### src/core/scrs_cfg.svh
// Offsets, field positions, reset values and writable masks of the serial clock select block
`ifndef SCRS_CFG_SVH
`define SCRS_CFG_SVH

// Register indices; byte address is four times the index
`define SCRS_IDX_PROTECT        12'h00A
`define SCRS_IDX_PCLK_SEL       12'h012
`define SCRS_IDX_MODE           12'h248
`define SCRS_IDX_TX_BUF         12'h24A
`define SCRS_IDX_CTRL_ONE       12'h24D
`define SCRS_IDX_RX_BUF         12'h24E
`define SCRS_IDX_CLK_SRC        12'h252
`define SCRS_IDX_INT_STAT       12'h300
`define SCRS_IDX_INT_MASK       12'h301

// Reset values
`define SCRS_RST_PCLK_SEL       8'h03
`define SCRS_RST_CLK_SRC        8'h00
`define SCRS_RST_PROTECT        8'h00
`define SCRS_RST_MODE           8'h00
`define SCRS_RST_CTRL_ONE       8'h00

// Field positions
`define SCRS_B_TIMER_RATE       0
`define SCRS_B_SERIAL_RATE      1
`define SCRS_B_CLKOUT_EXT       5
`define SCRS_B_LOW_SRC          2
`define SCRS_B_HIGH_SRC         3
`define SCRS_B_WR_EN            0
`define SCRS_B_PARITY_SEL       6
`define SCRS_B_RX_EN            2
`define SCRS_B_RX_FULL          3
`define SCRS_B_ABT              11
`define SCRS_B_OER              12
`define SCRS_B_FER              13
`define SCRS_B_PER              14
`define SCRS_B_SUM              15

// Writable masks of the clock registers; reserved bits stay zero
`define SCRS_PCLK_WMASK         8'h23
`define SCRS_CLK_SRC_WMASK      8'h0C

// Interrupt status bit positions
`define SCRS_I_RX               0
`define SCRS_I_OER              1
`define SCRS_I_FER              2
`define SCRS_I_PER              3
`define SCRS_I_ABT              4
`define SCRS_NUM_INT            5

`endif

### src/core/scrs_pkg.sv
// Types of the serial clock select and receive status block
package scrs_pkg;

    typedef enum logic [2:0] {
        MODE_OFF    = 3'h0,
        MODE_SYNC   = 3'h1,
        MODE_I2C    = 3'h2,
        MODE_UART7  = 3'h4,
        MODE_UART8  = 3'h5,
        MODE_UART9  = 3'h6
    } scrs_mode_t;

    typedef enum logic [3:0] {
        SEL_NONE, SEL_PROTECT, SEL_PCLK, SEL_MODE, SEL_TX, SEL_CTRL,
        SEL_RX, SEL_CLK_SRC, SEL_ISTAT, SEL_IMASK
    } scrs_sel_t;

endpackage

### src/core/scrs_core.sv
// Serial clock select, protected clock register and receive buffer status logic
`timescale 1ns/100ps
`include "scrs_cfg.svh"

module scrs_core (
    // Clock, reset, enable
    input  wire logic        sys_clk,
    input  wire logic        rst,
    input  wire logic        ce,
    // APB slave
    input  wire logic        psel,
    input  wire logic        penable,
    input  wire logic        pwrite,
    input  wire logic [31:0] paddr,
    input  wire logic [31:0] pwdata,
    input  wire logic [3:0]  pstrb,
    output logic      [31:0] prdata,
    output logic             pready,
    output logic             pslverr,
    // Receive shift register side
    input  wire logic        rx_done,
    input  wire logic [8:0]  rx_char,
    input  wire logic        rx_parity_bit,
    input  wire logic        rx_stop_ok,
    // Bus-mode arbitration
    input  wire logic        sda_pin,
    input  wire logic        sda_drive_level,
    input  wire logic        sda_sample,
    // Transmit path
    output logic [8:0]       tx_data,
    output logic             tx_load,
    // Clock and mode controls
    output logic             serial_clock_rate_sel,
    output logic             timer_clock_rate_sel,
    output logic             clock_output_extension,
    output logic             low_channels_clock_source_sel,
    output logic             high_channels_clock_source_sel,
    output logic [2:0]       mode_code,
    output logic             reception_enable,
    output logic             parity_odd_even_select,
    // Interrupt
    output logic             irq
);

    ////////////////////////////////////////////////////////////////////////////
    // Helpers

    function automatic scrs_pkg::scrs_sel_t decode(input logic [31:0] a);
        logic [11:0] idx;
        idx = a[13:2];
        if (a[31:14] != 18'h0 || a[1:0] != 2'h0) begin
            decode = scrs_pkg::SEL_NONE;
        end else begin
            case (idx)
                `SCRS_IDX_PROTECT:  decode = scrs_pkg::SEL_PROTECT;
                `SCRS_IDX_PCLK_SEL: decode = scrs_pkg::SEL_PCLK;
                `SCRS_IDX_MODE:     decode = scrs_pkg::SEL_MODE;
                `SCRS_IDX_TX_BUF:   decode = scrs_pkg::SEL_TX;
                `SCRS_IDX_CTRL_ONE: decode = scrs_pkg::SEL_CTRL;
                `SCRS_IDX_RX_BUF:   decode = scrs_pkg::SEL_RX;
                `SCRS_IDX_CLK_SRC:  decode = scrs_pkg::SEL_CLK_SRC;
                `SCRS_IDX_INT_STAT: decode = scrs_pkg::SEL_ISTAT;
                `SCRS_IDX_INT_MASK: decode = scrs_pkg::SEL_IMASK;
                default:            decode = scrs_pkg::SEL_NONE;
            endcase
        end
    endfunction

    // Framing and parity flags only live in the asynchronous modes
    function automatic logic async_mode(input logic [2:0] m);
        async_mode = (m == scrs_pkg::MODE_UART7) || (m == scrs_pkg::MODE_UART8)
                  || (m == scrs_pkg::MODE_UART9);
    endfunction

    // Character bits by length; unused bits drop out of the parity count
    function automatic logic [8:0] char_bits(input logic [2:0] m, input logic [8:0] c);
        case (m)
            scrs_pkg::MODE_UART7: char_bits = {2'h0, c[6:0]};
            scrs_pkg::MODE_UART8: char_bits = {1'h0, c[7:0]};
            default:              char_bits = c;
        endcase
    endfunction

    ////////////////////////////////////////////////////////////////////////////
    // State

    logic [1:0]  sda_sync_q, sda_sync_d;
    logic [7:0]  pclk_q, pclk_d;
    logic [7:0]  clk_src_q, clk_src_d;
    logic        wr_en_q, wr_en_d;
    logic [2:0]  mode_q, mode_d;
    logic        pry_q, pry_d;
    logic        re_q, re_d;
    logic        full_q, full_d;
    logic [8:0]  rx_data_q, rx_data_d;
    logic        abt_q, abt_d;
    logic        oer_q, oer_d;
    logic        fer_q, fer_d;
    logic        per_q, per_d;
    logic        tx_hi_q, tx_hi_d;
    logic [8:0]  tx_data_q, tx_data_d;
    logic        tx_load_q, tx_load_d;
    logic [`SCRS_NUM_INT-1:0] ist_q, ist_d;
    logic [`SCRS_NUM_INT-1:0] imask_q, imask_d;
    logic [31:0] rdata_q, rdata_d;

    scrs_pkg::scrs_sel_t sel;
    logic        wr_acc;
    logic        rd_acc;
    logic        setup;
    logic        rx_idle;
    logic        err_ok;
    logic        set_abt;
    logic        set_fer;
    logic        set_per;
    logic        set_oer;
    logic [15:0] rx_view;
    logic [`SCRS_NUM_INT-1:0] ev;

    ////////////////////////////////////////////////////////////////////////////
    // Next-state logic

    always_comb begin
        sel     = decode(paddr);
        setup   = psel && !penable;
        wr_acc  = psel && penable && pwrite && (sel != scrs_pkg::SEL_NONE);
        rd_acc  = psel && penable && !pwrite && (sel != scrs_pkg::SEL_NONE);
        rx_idle = (mode_q == scrs_pkg::MODE_OFF) || !re_q;
        err_ok  = async_mode(mode_q);

        sda_sync_d = {sda_sync_q[0], sda_pin};
        pclk_d     = pclk_q;
        clk_src_d  = clk_src_q;
        wr_en_d    = wr_en_q;
        mode_d     = mode_q;
        pry_d      = pry_q;
        re_d       = re_q;
        full_d     = full_q;
        rx_data_d  = rx_data_q;
        abt_d      = abt_q;
        oer_d      = oer_q;
        fer_d      = fer_q;
        per_d      = per_q;
        tx_hi_d    = tx_hi_q;
        tx_data_d  = tx_data_q;
        tx_load_d  = 1'b0;
        imask_d    = imask_q;
        rdata_d    = rdata_q;

        // Events from the receiver and the bus data line
        set_oer = rx_done && full_q && !rx_idle;
        set_fer = rx_done && !rx_idle && err_ok && !rx_stop_ok;
        set_per = rx_done && !rx_idle && err_ok
               && ((^{char_bits(mode_q, rx_char), rx_parity_bit}) ^ !pry_q);
        set_abt = sda_sample && (mode_q == scrs_pkg::MODE_I2C)
               && (sda_sync_q[1] != sda_drive_level);

        // Register writes
        if (wr_acc) begin
            case (sel)
                scrs_pkg::SEL_PROTECT: begin
                    if (pstrb[0]) wr_en_d = pwdata[`SCRS_B_WR_EN];
                end
                scrs_pkg::SEL_PCLK: begin
                    if (pstrb[0] && wr_en_q) pclk_d = pwdata[7:0] & `SCRS_PCLK_WMASK;
                end
                scrs_pkg::SEL_CLK_SRC: begin
                    // Changing this mid-frame corrupts every channel's bit timing
                    if (pstrb[0]) clk_src_d = pwdata[7:0] & `SCRS_CLK_SRC_WMASK;
                end
                scrs_pkg::SEL_MODE: begin
                    if (pstrb[0]) begin
                        mode_d = pwdata[2:0];
                        pry_d  = pwdata[`SCRS_B_PARITY_SEL];
                    end
                end
                scrs_pkg::SEL_CTRL: begin
                    if (pstrb[0]) re_d = pwdata[`SCRS_B_RX_EN];
                end
                scrs_pkg::SEL_TX: begin
                    if (pstrb[1]) tx_hi_d = pwdata[8];
                    if (pstrb[0]) begin
                        tx_data_d = {pstrb[1] ? pwdata[8] : tx_hi_q, pwdata[7:0]};
                        tx_load_d = 1'b1;
                    end
                end
                scrs_pkg::SEL_RX: begin
                    if (pstrb[1] && !pwdata[`SCRS_B_ABT]) abt_d = 1'b0;
                end
                scrs_pkg::SEL_IMASK: begin
                    if (pstrb[0]) imask_d = pwdata[`SCRS_NUM_INT-1:0];
                end
                default: begin
                end
            endcase
        end

        // Any read of the receive buffer empties it and clears two flags
        if (rd_acc && sel == scrs_pkg::SEL_RX) begin
            fer_d  = 1'b0;
            per_d  = 1'b0;
            full_d = 1'b0;
        end

        // Transfer into the buffer; on overrun the data is simply overwritten
        if (rx_done && !rx_idle) begin
            rx_data_d = rx_char;
            full_d    = 1'b1;
        end
        if (set_oer) oer_d = 1'b1;
        if (set_fer) fer_d = 1'b1;
        if (set_per) per_d = 1'b1;
        if (set_abt) abt_d = 1'b1;

        // Disabled receiver wipes the overrun, framing and parity flags and the full bit; ABT is kept
        if (rx_idle) begin
            oer_d  = 1'b0;
            fer_d  = 1'b0;
            per_d  = 1'b0;
            full_d = 1'b0;
        end

        // Interrupt status: set wins over a write-one clear
        ev = '0;
        ev[`SCRS_I_RX]  = rx_done && !rx_idle;
        ev[`SCRS_I_OER] = set_oer;
        ev[`SCRS_I_FER] = set_fer;
        ev[`SCRS_I_PER] = set_per;
        ev[`SCRS_I_ABT] = set_abt;
        ist_d = ist_q;
        if (wr_acc && sel == scrs_pkg::SEL_ISTAT && pstrb[0]) begin
            ist_d = ist_q & ~pwdata[`SCRS_NUM_INT-1:0];
        end
        ist_d = ist_d | ev;

        // Read view of the receive buffer; inactive flags read as zero
        rx_view = 16'h0000;
        rx_view[8:0] = rx_data_q;
        rx_view[`SCRS_B_ABT] = abt_q;
        // Idle gating hides flags in the cycle before their clear lands
        rx_view[`SCRS_B_OER] = oer_q && !rx_idle;
        rx_view[`SCRS_B_FER] = fer_q && err_ok && !rx_idle;
        rx_view[`SCRS_B_PER] = per_q && err_ok && !rx_idle;
        rx_view[`SCRS_B_SUM] = (oer_q || fer_q || per_q) && err_ok && !rx_idle;

        // Read data is sampled in the setup cycle so it leaves a flip-flop
        if (setup) begin
            case (sel)
                scrs_pkg::SEL_PROTECT:  rdata_d = {31'h0, wr_en_q};
                scrs_pkg::SEL_PCLK:     rdata_d = {24'h0, pclk_q};
                scrs_pkg::SEL_CLK_SRC:  rdata_d = {24'h0, clk_src_q};
                scrs_pkg::SEL_MODE:     rdata_d = {25'h0, pry_q, 3'h0, mode_q};
                scrs_pkg::SEL_CTRL:     rdata_d = {28'h0, full_q, re_q, 2'h0};
                scrs_pkg::SEL_TX:       rdata_d = {23'h0, tx_data_q};
                scrs_pkg::SEL_RX:       rdata_d = {16'h0, rx_view};
                scrs_pkg::SEL_ISTAT:    rdata_d = {27'h0, ist_q};
                scrs_pkg::SEL_IMASK:    rdata_d = {27'h0, imask_q};
                default:                rdata_d = 32'h0;
            endcase
        end
    end

    ////////////////////////////////////////////////////////////////////////////
    // Registers

    always_ff @(posedge sys_clk) begin
        if (rst) begin
            sda_sync_q <= 2'h3;
            pclk_q     <= `SCRS_RST_PCLK_SEL;
            clk_src_q  <= `SCRS_RST_CLK_SRC;
            wr_en_q    <= 1'b0;
            mode_q     <= 3'h0;
            pry_q      <= 1'b0;
            re_q       <= 1'b0;
            full_q     <= 1'b0;
            rx_data_q  <= 9'h000;
            abt_q      <= 1'b0;
            oer_q      <= 1'b0;
            fer_q      <= 1'b0;
            per_q      <= 1'b0;
            tx_hi_q    <= 1'b0;
            tx_data_q  <= 9'h000;
            tx_load_q  <= 1'b0;
            ist_q      <= '0;
            imask_q    <= '0;
            rdata_q    <= 32'h0;
        end else if (ce) begin
            sda_sync_q <= sda_sync_d;
            pclk_q     <= pclk_d;
            clk_src_q  <= clk_src_d;
            wr_en_q    <= wr_en_d;
            mode_q     <= mode_d;
            pry_q      <= pry_d;
            re_q       <= re_d;
            full_q     <= full_d;
            rx_data_q  <= rx_data_d;
            abt_q      <= abt_d;
            oer_q      <= oer_d;
            fer_q      <= fer_d;
            per_q      <= per_d;
            tx_hi_q    <= tx_hi_d;
            tx_data_q  <= tx_data_d;
            tx_load_q  <= tx_load_d;
            ist_q      <= ist_d;
            imask_q    <= imask_d;
            rdata_q    <= rdata_d;
        end
    end

    ////////////////////////////////////////////////////////////////////////////
    // Outputs

    // The bus waits while the block is frozen; writes are kept, but a read set up while frozen returns stale data
    assign pready  = ce;
    assign pslverr = psel && penable && (sel == scrs_pkg::SEL_NONE);
    assign prdata  = rdata_q;

    assign tx_data = tx_data_q;
    assign tx_load = tx_load_q;

    assign serial_clock_rate_sel          = pclk_q[`SCRS_B_SERIAL_RATE];
    assign timer_clock_rate_sel           = pclk_q[`SCRS_B_TIMER_RATE];
    assign clock_output_extension         = pclk_q[`SCRS_B_CLKOUT_EXT];
    assign low_channels_clock_source_sel  = clk_src_q[`SCRS_B_LOW_SRC];
    assign high_channels_clock_source_sel = clk_src_q[`SCRS_B_HIGH_SRC];
    assign mode_code                      = mode_q;
    assign reception_enable               = re_q;
    assign parity_odd_even_select         = pry_q;

    assign irq = |(ist_q & imask_q);

endmodule // scrs_core

### config.mk
export PLATFORM = sky130hd
export DESIGN_NAME = scrs_core
export DESIGN_NICKNAME = d
export VERILOG_FILES = /design/src/core/scrs_pkg.sv /design/src/core/scrs_core.sv
export VERILOG_INCLUDE_DIRS = /design/src /design/src/core
export SDC_FILE = /design/constraint.sdc
export NUM_CORES = 1
export LEC_CHECK = 0
export BUFFER_PORTS_ARGS = -buffer_cell sky130_fd_sc_hd__buf_2
export CAP_MARGIN = 20
export CORE_MARGIN = 3
export CORE_UTILIZATION = 48
export CTS_CLUSTER_SIZE = 8
export DETAILED_ROUTE_END_ITERATION = 8
export PLACE_DENSITY = 0.89
export SETUP_SLACK_MARGIN = 0.4
export SLEW_MARGIN = 20
export SYNTH_ARGS = -nofsm -noshare
export SYNTH_HDL_FRONTEND = slang
export SYNTH_SLANG_ARGS = --single-unit
### constraint.sdc
create_clock -name sys_clk -period 3.1 [get_ports sys_clk]
set_input_delay 0.62 -clock sys_clk [delete_from_list [all_inputs] [get_ports sys_clk]]
set_output_delay 0.62 -clock sys_clk [all_outputs]
set_load 0.02 [all_outputs]
==> impl_summary.txt <==
----------------------------------------------------
[Logic synthesis]
  Number of register bits inferred by synthesis ... between 60 and 70
  Count of warnings emitted by yosys ... 0
  Sequential element share of the synthesized area ... a little over a third
  Yosys cell types ... 70
  Post-synthesis async set-or-reset flop share ... 0%
  Number of synthesized flops with an enable pin ... 0
  Syn avg cell area ... ~8.5 sq um
  Post-synthesis instance area ... 3460 sq um
  Most frequently used flop master after synthesis ... sky130_fd_sc_hd__dfxtp_1
  Synth Instances ... 409

[Drt]
  Post-detailed-routing wire length ... between 10000 and 15000 um
  Initial detailed-routing violation count ... a little over 300
  Number of remaining DRC errors ... 0
  Count of TritonRoute iterations in the first routing pass ... 5
  Via-to-Cell Ratio ... 5.86
  Wire length per cell ... 17.7 um
  Vias ... roughly 3700
  Residual antenna-violating net count after detailed routing ... 0

[Floorplan]
  Core box area ... 6910 sq um
  Number of top-level design ports ... ~140
  Effective utilization at floorplan ... 50.2%
  Chip width ... around 90 um
  Die Outline Area ... about 8300 sq um
  Height of the die ... between 90 and 100 um
  Count of standard-cell rows ... 30

[Worst setup path]
  Required time reported for the critical path endpoint ... between 2 and 2.5 ns
  R2r setup slk ... about 1.3 ns
  Endpoint of the worst register-to-register path ... fer_q
  Kind of end point of the critical path ... output port
  R2R Path Start ... mode_code[2]
  Worst Setup Start Kind ... input port
  Crit-path max FO ... 6
  Critical path class ... in2out
  CP Data Arrival Time ... slightly above 2 ns
  Number of cells on the worst reg-to-reg path ... 5

[STA]
  Setup repair after global routing missed its margin ... yes
  Worst-margin pin slew ... about 0.83 ns
  Number of hold violations in the final report ... 0
  Final Slew Violations ... 0
  Setup TNS after final layout ... 0 ns
  Max-slew headroom ... between 40 and 50%
  Hold Slack ... around 0.46 ns
  Final clock period utilization by the worst path ... 85.8%
  Setup violations, final ... 0
  Skew final ... around 0.0067 ns
  Maximum clock rate ... ~380 MHz
  Minimum clock period after layout ... 2.66 ns
  Post-route setup slack ... ~0.44 ns

[Place]
  Worst slack at placement ... 0.123 ns
  HPWL Detailed ... between 8000 and 9000 um
  Number of buffer cells added on primary ports ... 101
  Weighted congestion at the end of routability-driven global placement ... around 0.95
  Area post-placement ... ~4000 sq um

[Pwr]
  Leakage power figure ... 0.00187 uW
  Worst-case vdd ir drop ... 0.399 mV
  Pwr dens ... 386 nW/um^2

[Finish]
  Number of nets in the final layout ... about 600
  Share of the core filled with cells ... around 65%
  Final design area excluding fillers ... 4460 sq um
  Ratio of cells with drive above 1 in the final layout ... 32.7%
  Synthesis-to-finish area growth ... 28.8%
  ANT cells ... 0

[Clock network]
  Number of levels in the clock H-tree ... 3
  Post-CTS Hold Fix Bufs ... 0
  Buffer depth of the longest clock path ... 2
  Clock latency reported for the late side of the worst-skew pair ... 0.34 ns
  Clock edge transition at the registers on the reported setup and hold paths ... ~0.060 ns
  Clock root buffer master ... sky130_fd_sc_hd__clkbuf_8
  Clock buffer count from CTS ... 9
  CTS sink cnt ... between 60 and 70
  Clock tree from TritonCTS ... done

[GRT]
  Overall routing resource usage ... between 20% and 30%
  Wire length of the first global-routing pass ... approximately 17000 um
  Number of global-route vias before repair ... around 3500
  Sum of overflow across all layers after global routing ... 0
  Largest net degree at the start of global routing ... 39
  Antenna violations before repair ... 0

[Run]
  Max-cap violations ... 0

[Hold path]
  Origin of the worst min-delay path ... prdata[12]
  Endpoint of the worst hold-timing path ... prdata[12]
  Instance count along the most critical hold path ... 2
  Path category of the worst min-delay check ... reg2reg

[Run status]
  Run status ... finished, final reports clean

----------------------------------------------------
cells in the mapped netlist (4+ instances only):
| library cell | number | share of area [%] |
|---|---|---|
| sky130_fd_sc_hd__dfxtp_1 | 62 | 36 |
| sky130_fd_sc_hd__nand2_1 | 50 | 5.4 |
| sky130_fd_sc_hd__nor2_1 | 35 | 3.8 |
| sky130_fd_sc_hd__a21oi_1 | 32 | 4.6 |
| sky130_fd_sc_hd__mux2i_1 | 25 | 7.2 |
| sky130_fd_sc_hd__buf_4 | 20 | 4.3 |
| sky130_fd_sc_hd__nand3_1 | 16 | 2.3 |
| sky130_fd_sc_hd__o21ai_0 | 12 | 1.7 |
| sky130_fd_sc_hd__xnor2_1 | 11 | 2.8 |
| sky130_fd_sc_hd__clkbuf_1 | 10 | 1.1 |
| sky130_fd_sc_hd__inv_1 | 9 | 0.98 |
| sky130_fd_sc_hd__a22oi_1 | 8 | 1.7 |
| sky130_fd_sc_hd__buf_2 | 7 | 1.0 |
| sky130_fd_sc_hd__nand4_1 | 7 | 1.3 |
| sky130_fd_sc_hd__nor4_1 | 7 | 1.3 |
| sky130_fd_sc_hd__and3_1 | 5 | 0.90 |
| sky130_fd_sc_hd__nor2b_1 | 5 | 0.90 |
| sky130_fd_sc_hd__nor3b_1 | 5 | 1.1 |
| sky130_fd_sc_hd__o31ai_1 | 5 | 1.1 |
| sky130_fd_sc_hd__a211o_1 | 4 | 1.0 |
| sky130_fd_sc_hd__a22o_1 | 4 | 1.0 |
| sky130_fd_sc_hd__nor4b_1 | 4 | 1.0 |
layout make-up:
cell class / count / area, sq um
fill: 636 / 2440
inverter: 9 / 33.8
clock inverter: 3 / 42.5
multi-input combinational: 315 / 2120
tap: 96 / 120
clock buffer: 12 / 165
timing repair buffer: 128 / 741
sequential: 62 / 1240
logic make-up (layout without fill, tap and decap cells):
group	after synthesis	count (layout)	synth area share (%)
XOR/XNOR	12	12	3.03
buffers and inverters	49	152	7.98
flip-flops	62	62	35.8
AND/OR/NAND/NOR	165	165	26.6
other	1	18	0.108
AO/OA/AOI/OAI	94	94	18.9
multiplexers	26	26	7.55
power breakdown:
part	switching, uW	internal [uW]
clock	311	431
sequential	0.986	798
combinational	106	74.1
total	418	1300
worst max-delay path by stage:
stage	to	start
detailed placement	pclk_q[0]	paddr[3]
global route	pslverr	paddr[10]
CTS	pslverr	paddr[6]
floorplan	pclk_q[0]	paddr[6]
finish	pslverr	paddr[10]
global placement	prdata[3]	paddr[6]
routing by layer:
metal	vias up	track usage [%]	wire length, um
li1	1693	-	-
met1	1721	32.4	4450
met2	216	41.2	5240
met3	35	7.95	1140
met4	0	10.9	269
met5	-	0	0
worst max-delay path: stages:
cell and delay [ns]:
sky130_fd_sc_hd__buf_2 0.15, sky130_fd_sc_hd__nor3b_1 0.44, sky130_fd_sc_hd__a22oi_2 0.20, sky130_fd_sc_hd__o22ai_4 0.17
sky130_fd_sc_hd__buf_6 0.13, sky130_fd_sc_hd__o31ai_4 0.06, sky130_fd_sc_hd__nor2b_4 0.14, sky130_fd_sc_hd__buf_6 0.13
repair_timing:
item | 4_1_cts | 5_1_grt
buffers inserted | 3 | 7
resized for setup | 3 | 29
endpoints found under the setup margin | 1 | 30
gates cloned | 0 | 0
pin swaps | 3 | 7
registers in the layout, indices dropped and copies added (netlist names), 2 cells and up:
signal	count
prdata	14
rx_data_q	9
tx_data	9
imask_q	5
ist_q	5
mode_code	3
pclk_q	3
clk_src_q	2
sda_sync_q	2
cells in the final DEF, fill, tap and decap left out, types with 3 or more instances in the layout:
cell type / synthesis / final
sky130_fd_sc_hd__clkbuf_8: 0 / 12
sky130_fd_sc_hd__o31ai_1: 5 / 4
sky130_fd_sc_hd__nor4_1: 7 / 7
sky130_fd_sc_hd__nand2_1: 50 / 50
sky130_fd_sc_hd__buf_6: 1 / 4
sky130_fd_sc_hd__o21ai_0: 12 / 11
sky130_fd_sc_hd__buf_4: 20 / 26
sky130_fd_sc_hd__a22o_1: 4 / 4
sky130_fd_sc_hd__inv_1: 9 / 9
sky130_fd_sc_hd__conb_1: 1 / 18
sky130_fd_sc_hd__nor4b_1: 4 / 3
sky130_fd_sc_hd__o31a_1: 3 / 3
sky130_fd_sc_hd__nor2b_1: 5 / 4
sky130_fd_sc_hd__nand4_1: 7 / 7
sky130_fd_sc_hd__a222oi_1: 3 / 3
sky130_fd_sc_hd__nand3_1: 16 / 15
sky130_fd_sc_hd__nor3_1: 3 / 3
sky130_fd_sc_hd__dfxtp_1: 62 / 62
sky130_fd_sc_hd__mux2i_1: 25 / 25
sky130_fd_sc_hd__xnor2_1: 11 / 11
sky130_fd_sc_hd__buf_2: 7 / 97
sky130_fd_sc_hd__and3_1: 5 / 4
sky130_fd_sc_hd__nor3b_1: 5 / 5
sky130_fd_sc_hd__nor2_1: 35 / 34
sky130_fd_sc_hd__a21oi_1: 32 / 31
sky130_fd_sc_hd__a22oi_1: 8 / 7
sky130_fd_sc_hd__nand3b_1: 3 / 3
sky130_fd_sc_hd__a211o_1: 4 / 4
stage by stage:
stage | power, uW | std cells
CTS | 1710 | 618
floorplan | 928 | 426
detailed placement | 982 | 600
finish | 1720 | 625
global placement | 979 | 600
global route | 1780 | 625
Power figures use the tool's default switching activity.
